$ cat config.mk
export PLATFORM = sky130hd
export DESIGN_NAME = irq_vector_priority_map
export DESIGN_NICKNAME = d
export VERILOG_FILES = /design/src/logic/vector_fetch.v /design/src/logic/irq_vector_priority_map.v
export VERILOG_INCLUDE_DIRS = /design/src /design/src/logic
export SDC_FILE = /design/constraint.sdc
export NUM_CORES = 1
export LEC_CHECK = 0
export BUFFER_PORTS_ARGS = -buffer_cell sky130_fd_sc_hd__buf_2
export CELL_PAD_IN_SITES_DETAIL_PLACEMENT = 1
export CELL_PAD_IN_SITES_GLOBAL_PLACEMENT = 1
export CORE_ASPECT_RATIO = 1.75
export CORE_MARGIN = 2
export CORE_UTILIZATION = 40
export CTS_CLUSTER_DIAMETER = 150
export DETAILED_ROUTE_END_ITERATION = 8
export GPL_ROUTABILITY_DRIVEN = 0
export PLACE_DENSITY = 0.94
export SETUP_SLACK_MARGIN = 0.3
export SYNTH_ARGS = -nofsm -noshare
export SYNTH_HDL_FRONTEND = slang
export SYNTH_SLANG_ARGS = --single-unit
$ cat constraint.sdc
create_clock -name clock -period 68.6 [get_ports clock]
set_clock_uncertainty 0.05 [all_clocks]
set_input_delay 6.86 -clock clock [delete_from_list [all_inputs] [get_ports clock]]
set_output_delay 6.86 -clock clock [all_outputs]
set_load 0.01 [all_outputs]
$ cat src/logic/irq_map_defines.vh
`ifndef IRQ_MAP_DEFINES_VH
`define IRQ_MAP_DEFINES_VH

`define NUM_REQUESTS 24
`define REQ_IDX_W 5
`define LEVEL_W 2
`define ADDR_W 16
`define DATA_W 8
// vector table: request n has its upper byte at TOP - 2n, lower byte one above
`define VECTOR_TOP 16'hFFFA
`define REQ_EXT4 5'h00
`define REQ_EXT6 5'h02
`define REQ_TIMER0_LO 5'h05
`define REQ_TIMER0_HI 5'h06
`define LEVEL_RESET 2'h3
`define LEVEL_LOWEST 2'h3

`endif

$ cat src/logic/vector_fetch.v
`timescale 1ns/1ps
`include "irq_map_defines.vh"

// fetches the two vector bytes of one accepted request and assembles the entry point
module vector_fetch (
    input wire clock,
    input wire rst_n,
    input wire start,
    input wire [`REQ_IDX_W-1:0] req_index,
    output reg mem_rd,
    output reg [`ADDR_W-1:0] mem_addr,
    input wire [`DATA_W-1:0] mem_rdata,
    output reg done,
    output reg [2*`DATA_W-1:0] entry_point,
    output reg busy
);

    localparam ST_IDLE = 2'h0;
    localparam ST_HIGH = 2'h1;
    localparam ST_LOW = 2'h2;

    reg [1:0] state;
    wire [`ADDR_W-1:0] upper_addr;

    assign upper_addr = `VECTOR_TOP - {{(`ADDR_W-`REQ_IDX_W-1){1'b0}}, req_index, 1'b0};

    always @(posedge clock) begin
        if (!rst_n) begin
            state <= ST_IDLE;
            mem_rd <= 1'b0;
            mem_addr <= {`ADDR_W{1'b0}};
            done <= 1'b0;
            entry_point <= {(2*`DATA_W){1'b0}};
            busy <= 1'b0;
        end else begin
            done <= 1'b0;
            case (state)
                ST_IDLE: begin
                    mem_rd <= 1'b0;
                    if (start) begin
                        mem_rd <= 1'b1;
                        mem_addr <= upper_addr;
                        busy <= 1'b1;
                        state <= ST_HIGH;
                    end
                end
                ST_HIGH: begin
                    entry_point[2*`DATA_W-1:`DATA_W] <= mem_rdata;
                    mem_addr <= mem_addr + 16'h0001;
                    state <= ST_LOW;
                end
                ST_LOW: begin
                    entry_point[`DATA_W-1:0] <= mem_rdata;
                    mem_rd <= 1'b0;
                    done <= 1'b1;
                    busy <= 1'b0;
                    state <= ST_IDLE;
                end
                default: begin
                    state <= ST_IDLE;
                end
            endcase
        end
    end

endmodule // vector_fetch

$ cat src/logic/irq_vector_priority_map.v
// Operation
// - external channel 4 is request 0, vector FFFA/FFFB, highest priority among equal levels, level from its field
// - external channel 6 is request 2, vector FFF6/FFF7, level from its field
// - timer 0 lower-half interrupt is request 5, vector FFF0/FFF1
// - timer 0 upper-half interrupt is request 6, vector FFEE/FFEF
// - each request has its own two-bit level field
// - equal levels resolve by request number, 0 highest, 23 lowest
`timescale 1ns/1ps
`include "irq_map_defines.vh"

module irq_vector_priority_map #(
    parameter NREQ = `NUM_REQUESTS
) (
    input wire clock,
    input wire rst_n,
    input wire ext_int4,
    input wire ext_int6,
    input wire timer0_lower_int,
    input wire timer0_upper_int,
    input wire [NREQ-1:0] other_sources,
    input wire [2*NREQ-1:0] level_fields,
    input wire level_write,
    input wire [NREQ-1:0] pending_clear,
    input wire [1:0] cpu_level,
    input wire cpu_int_enable,
    input wire [`DATA_W-1:0] mem_rdata,
    output reg [NREQ-1:0] pending,
    output reg [2*NREQ-1:0] level_regs,
    output reg irq_accept,
    output reg [`REQ_IDX_W-1:0] accepted_index,
    output reg [`LEVEL_W-1:0] accepted_level,
    output reg vector_rd,
    output reg [`ADDR_W-1:0] vector_addr,
    output reg entry_valid,
    output reg [2*`DATA_W-1:0] entry_point
);

    reg [NREQ-1:0] sources;
    reg [`REQ_IDX_W-1:0] best_index;
    reg [`LEVEL_W-1:0] best_level;
    reg best_found;
    reg [`LEVEL_W-1:0] lvl;
    integer i;
    wire fetch_rd;
    wire [`ADDR_W-1:0] fetch_addr;
    wire fetch_done;
    wire [2*`DATA_W-1:0] fetch_entry;
    wire fetch_busy;

    // map named peripherals onto their fixed request numbers
    always @* begin
        sources = other_sources;
        sources[`REQ_EXT4] = ext_int4;
        sources[`REQ_EXT6] = ext_int6;
        sources[`REQ_TIMER0_LO] = timer0_lower_int;
        sources[`REQ_TIMER0_HI] = timer0_upper_int;
    end

    // fixed-order resolve
    // scan from the bottom so lower numbers overwrite on ties; non-strict <= lets the lower index win
    always @* begin
        best_found = 1'b0;
        best_index = {`REQ_IDX_W{1'b0}};
        best_level = `LEVEL_LOWEST;
        lvl = `LEVEL_LOWEST;
        for (i = NREQ - 1; i >= 0; i = i - 1) begin
            lvl = level_regs[2*i +: 2];
            if (pending[i] && (!best_found || lvl <= best_level)) begin
                best_found = 1'b1;
                best_index = i[`REQ_IDX_W-1:0];
                best_level = lvl;
            end
        end
    end

    always @(posedge clock) begin
        if (!rst_n) begin
            level_regs <= {NREQ{`LEVEL_RESET}};
        end else if (level_write) begin
            level_regs <= level_fields;
        end
    end

    // pending: a source event beats a clear in the same cycle
    always @(posedge clock) begin
        if (!rst_n) begin
            pending <= {NREQ{1'b0}};
        end else begin
            pending <= (pending & ~pending_clear
                        & ~({NREQ{irq_accept}} & ({{(NREQ-1){1'b0}}, 1'b1} << accepted_index)))
                       | sources;
        end
    end

    // accept only a level strictly more urgent than the cpu's current level (lower value)
    always @(posedge clock) begin
        if (!rst_n) begin
            irq_accept <= 1'b0;
            accepted_index <= {`REQ_IDX_W{1'b0}};
            accepted_level <= {`LEVEL_W{1'b0}};
        end else begin
            irq_accept <= 1'b0;
            if (best_found && cpu_int_enable && best_level < cpu_level && !fetch_busy && !irq_accept) begin
                irq_accept <= 1'b1;
                accepted_index <= best_index;
                accepted_level <= best_level;
            end
        end
    end

    vector_fetch fetch (
        .clock(clock),
        .rst_n(rst_n),
        .start(irq_accept),
        .req_index(accepted_index),
        .mem_rd(fetch_rd),
        .mem_addr(fetch_addr),
        .mem_rdata(mem_rdata),
        .done(fetch_done),
        .entry_point(fetch_entry),
        .busy(fetch_busy)
    );

    always @(posedge clock) begin
        if (!rst_n) begin
            vector_rd <= 1'b0;
            vector_addr <= {`ADDR_W{1'b0}};
            entry_valid <= 1'b0;
            entry_point <= {(2*`DATA_W){1'b0}};
        end else begin
            vector_rd <= fetch_rd;
            vector_addr <= fetch_addr;
            entry_valid <= fetch_done;
            if (fetch_done) begin
                entry_point <= fetch_entry;
            end
        end
    end

endmodule // irq_vector_priority_map

Word-level counts from Yosys, hierarchy flattened
Cells that the tools add are included.

Add/subtract/negate cells: 2. Order comparisons: 24. Eq/ne operators: 3. Shifts and indexed selects: 1. Multiplexer cells: 82. Bitwise logic cells: 6. Reduce and logical (&&, ||, !) cells: 80.

Operator list (count): 2-to-1 mux 5 bit (24); bitwise AND 24 bit (3); 2-to-1 mux 2 bit (25); inverter 24 bit (2); less-or-equal comparator 2 bit (23); case mux 16 bit (2 select lines) (1); 2-to-1 mux 1 bit (28); logical AND 1 bit (27); logical NOT 1 bit (25); OR 24 bit (1); left shift 1 x 5 -> 24 bit (first input constant) (1); logical OR 1 bit (23); adder 16 x 1 -> 16 bit (second input constant) (1); 2-to-1 mux 16 bit (1); subtractor 4 x 7 -> 8 bit (first input constant) (1); case mux 1 bit (2 select lines) (2); case mux 2 bit (2 select lines) (1); AND reduction 2 bit (2); nonzero test 2 bit (2); equality test 2 x 1 -> 1 bit (second input constant) (1); equality test 2 bit (second input constant) (1); logical NOT 2 bit (1); < comparator 2 bit (1); != test 2 bit (second input constant) (1).

Register bits: 151. Output and inout bits: 114.

Longest topological paths before layout
Depth after elaboration: 98. Mapped depth: 159. Mapped depth without buffers: 158.

Hierarchy
Synthesis repeated with hierarchy kept, for this count alone.

Cell total of the unflattened synthesis: 995. Area total of the unflattened synthesis: 8425.6 um^2.

Modules (own cells, without submodules): irq_vector_priority_map (times used 1, cells each 805, area each 6819.0 um^2); vector_fetch (times used 1, cells each 190, area each 1606.5 um^2).

Least setup slack after synthesis
No wires, ideal clock.

Kind: reg-to-reg. Start: register pending[23]. End: register accepted_index[0]. Library setup time: 59 ps. Arrival time: 27817 ps. Data required time: 68491 ps. Setup slack: 40673 ps. Stages on the path, launching flop included: 151. Path buffers: 1. Cell sequence: dfxtp_1 inv_1 nor2_1 ha_1 nor2b_1 o311ai_1 o2bb2ai_1 ha_1 nor2b_1 o221ai_1 and2_1 a21oi_1 ha_1 nor2b_1 o21ai_0 or4b_2 o311a_1 ha_1 [115 not listed] or3b_2 o21ai_1 ha_1 inv_1 a21oi_1 a211oi_1 nor2_1 or3_4 nand2_1 ha_1 or4b_2 a21oi_1 nor2b_1 a41oi_1 o21ai_2 buf_4 mux2i_1 and2_1.

Word-level cells in the longest chain between the ends: 97.

RTL lines: start: declaration (line irq_vector_priority_map.v:27) `output reg [NREQ-1:0] pending,`; start signal: assignment (line irq_vector_priority_map.v:87) `pending <= {NREQ{1'b0}};`; start signal: assignment (line irq_vector_priority_map.v:89) `pending <= (pending & ~pending_clear`; 2-to-1 mux 2 bit or 2-to-1 mux 1 bit (tied branches) (line irq_vector_priority_map.v:68) `if (pending[i] && (!best_found || lvl <= best_level)) begin`; less-or-equal comparator 2 bit or logical NOT 1 bit (tied branches) (line irq_vector_priority_map.v:68); logical OR 1 bit (line irq_vector_priority_map.v:68); logical AND 1 bit (line irq_vector_priority_map.v:68); 2-to-1 mux 2 bit or 2-to-1 mux 1 bit (tied branches) (line irq_vector_priority_map.v:68); less-or-equal comparator 2 bit or logical NOT 1 bit (tied branches) (line irq_vector_priority_map.v:68); logical OR 1 bit (line irq_vector_priority_map.v:68); logical AND 1 bit (line irq_vector_priority_map.v:68); [80 not listed]; 2-to-1 mux 2 bit or 2-to-1 mux 1 bit (tied branches) (line irq_vector_priority_map.v:68); less-or-equal comparator 2 bit or logical NOT 1 bit (tied branches) (line irq_vector_priority_map.v:68); logical OR 1 bit (line irq_vector_priority_map.v:68); logical AND 1 bit (line irq_vector_priority_map.v:68); 2-to-1 mux 2 bit (*) (line irq_vector_priority_map.v:68); via best_level[1] (line irq_vector_priority_map.v:40) `` reg [`LEVEL_W-1:0] best_level; ``; < comparator 2 bit (*) (line irq_vector_priority_map.v:103) `if (best_found && cpu_int_enable && best_level < cpu_level && !fetch_busy && !irq_accept) begin`; logical AND 1 bit (*) (3 in a row) (line irq_vector_priority_map.v:103); end signal: assignment (line irq_vector_priority_map.v:99) `` accepted_index <= {`REQ_IDX_W{1'b0}}; ``; end signal: assignment (line irq_vector_priority_map.v:105) `accepted_index <= best_index;`; end: declaration (line irq_vector_priority_map.v:30) `` output reg [`REQ_IDX_W-1:0] accepted_index, ``.

The timed path passes the listed nets; every way through them passes the cells marked *. A chain may end at the register's enable or synchronous reset.

Final worst setup path
Ends and elaborated chain as after synthesis.

==> flow_metrics.py <==
metrics = {
    "logic_synthesis": {
        "synth_seq_cells": 151,
        "synth_area_mm2": 0.00831,
        "synth_mux_area_share_pct": 7.06,
        "synthSimpleGateAreaFrac_pct": 21.8,
        "synth_compound_area_share_pct": 21.4,
        "synth_edf_count": 0,
        "ys.flop_type": "dfxtp_1",
        "synth-async-reset-ratio_pct": 0,
        "synthXorXnorAreaFrac_pct": 1.16,
        "synth_fa_ha_area_share_pct": 7.38,
        "synth_cell_types": 77,
        "synth_top_family_by_area": "simple AND/OR/NAND/NOR gates",
        "syn_avg_cell_area_um2": 8.57,
        "yosys_warnings": 0,
        "synthCells": 970,
        "ys_seq_area_share_pct": 36.4,
        "synth_nets": 1133,
    },
    "cts": {
        "cts_sinks": 151,
        "clk_path_buf_depth": 2,
        "h-tree-depth": 4,
        "cts_made_buffers": 17,
        "clockRootBuffer": "clkbuf_16",
        "cts_setup_buffers": 0,
        "hold_buffers": 0,
        "cts_resized": 0,
        "cts_tree": "built",
        "clk_latency_ns": 0.45,
        "cts.clk_slew.worst_paths_ns": 0.06,
    },
    "sta": {
        "finalHoldViolations": 0,
        "timing.fmax_mhz": 28.9,
        "holdWs_ns": 0.413,
        "worst_slew_pin_slew_ns": 1.02,
        "relSlewSlack_pct": 32.0,
        "period_share_pct": 50.5,
        "drv_slew": 0,
        "rsz0062_at_grt": "false",
        "fin_crit_ns": 34.65,
        "setup_viol": 0,
        "setup-tns-final_ns": 0,
    },
    "pwr": {
        "ir_drop_uv": 20.2,
        "p_per_area_mw_per_mm2": 41.4,
        "p_leak_nw": 4.74,
    },
    "routing": {
        "wl_um": 29400,
        "dr.pass1.iters": 7,
        "vias_per_cell": 5.82,
        "remaining_drc_errors": 10,
        "dr.first_iter.drc_count": 436,
        "wl_per_cell_um": 20.5,
        "vias": 8348,
        "antenna_left": 0,
    },
    "setup_path": {
        "cp.arrival_ns": 34.99,
        "critPathMostFrequentCell": "ha_1",
        "required_ns": 68.93,
        "rrSetupSlack_ns": 33.95,
        "cp_max_fo": 12,
        "end_kind": "flop",
        "critPathLaunchType": "flop",
        "slowest_delay_ns": 0.61,
        "crit_path_top_delay_cell": "or4b_2",
        "crit_type": "reg2reg",
    },
    "floorplan": {
        "dieArea_mm2": 0.0220,
        "die_h_um": 195,
        "core_mm2": 0.0204,
        "boundaryPins": 228,
        "start_util_pct": 40.8,
        "fp.dieW_um": 113,
        "row_count": 69,
    },
    "final_layout": {
        "layout-drive-gt1-share_pct": 24.5,
        "fillers": 2452,
        "layout_common_cells": "buf_2 (222), dfxtp_1 (151), nand2_1 (133)",
        "fin_nets": 1335,
        "syn2layout_area_growth_pct": 24.3,
        "fin_area_mm2": 0.0103,
        "final_common_cell": "buf_2",
    },
    "run_status": {
        "status": "complete, but fails checks",
        "violations": "DRC",
    },
    "grt": {
        "grt_usage_pct": 26.5,
        "grt_overflow": 0,
        "grt_pass1_vias": 8836,
        "antenna_found_initial": 5,
        "grt_first_pass_wirelength_um": 45900,
        "grt_max_degree": 89,
    },
    "place": {
        "dpl.hpwl_um": 21700,
        "port_buffers": 223,
        "dpl-instance-area_mm2": 0.00959,
    },
    "run": {
        "maxCapViolCount": 0,
    },
    "hold_path": {
        "hp-class": "reg2reg",
    },
}
[stage by stage]
stage	setup WS [ns]	instances	total power [mW]	util, %
CTS	34.51	1432	0.426	50.7
detailed placement	35.33	1401	0.301	47.1
finish	33.95	1434	0.427	50.7
global placement	36.47	1401	0.289	47.1
global route	31.61	1434	0.454	50.7
floorplan	40.67	970	0.248	-
[critical path: cells and delay by family, from the launching register on]
family          cells  cell delay (ns)
fa+ha+maj          24             6.78
simple gates       47             7.64
compound gates     62            15.84
flops               1             0.49
mux                10             3.32
buf+inv             5             0.49
[cell usage after synthesis (8+ instances only)]
library cell	n	area, um2
xor2_1	8	70.1
a21boi_0	27	203
nor2_1	56	210
nand2b_1	8	50.1
clkbuf_1	35	131
a311oi_1	16	140
and2_1	34	213
nand2_1	133	499
ha_1	49	613
mux2_2	12	135
mux2i_1	44	440
inv_1	60	225
dfxtp_1	151	3020
and3_1	12	75.1
o21ai_1	12	60.1
nor3_1	14	70.1
nor2b_1	53	332
a21oi_1	19	95.1
nand3_1	11	55.1
o21a_1	32	240
o21ai_0	33	165
o211ai_1	35	263
[path summary, 6_finish.rpt]
path	cells past startpoint	to	startpoint
max	148	accepted_index[0]	pending[23]
min	1	vector_rd	fetch.mem_rd
max reg2reg	148	accepted_index[0]	pending[23]
min reg2reg	1	vector_rd	fetch.mem_rd
[state kept, by name, summed over array words and instances (netlist names), 2 cells and up]
register           count
entry_point           16
level_regs            48
accepted_index         5
fetch.mem_addr        16
vector_addr           16
accepted_level         2
fetch.state            2
pending               24
fetch.entry_point     16
[power by group]
part	leakage (nW)	internal, mW	switching [mW]
clock	0.357	0.0785	0.0388
sequential	1.24	0.0949	0.00973
combinational	3.14	0.0835	0.122
[logic make-up (layout without fill, tap and decap cells)]
| logic type | Yosys count | after routing |
|---|---|---|
| buffers and inverters | 103 | 317 |
| flip-flops | 151 | 151 |
| AO/OA/AOI/OAI | 241 | 241 |
| multiplexers | 57 | 57 |
| XOR/XNOR | 11 | 11 |
| other | 0 | 2 |
| adder cells (fa/ha/maj) | 49 | 49 |
| AND/OR/NAND/NOR | 358 | 358 |
[per-layer routing]
metal / wire (um) / track usage, % / vias to the layer above
li1: - / - / 3854
met1: 10200 / 24.6 / 4054
met2: 16000 / 50.7 / 310
met3: 1430 / 6.39 / 124
met4: 1730 / 16.4 / 6
met5: 42 / 0 / -
[layout make-up]
class | count | area, um2 | area share [%]
antenna | 2 | 5.00 | 0.0485
timing repair buffer | 226 | 1140 | 11.1
sequential | 151 | 3020 | 29.3
clock buffer | 20 | 467 | 4.52
tap | 248 | 310 | 3.01
multi-input combinational | 716 | 4890 | 47.3
inverter | 60 | 225 | 2.18
clock inverter | 11 | 267 | 2.58
Note: power is estimated with default switching activity, not from simulation.
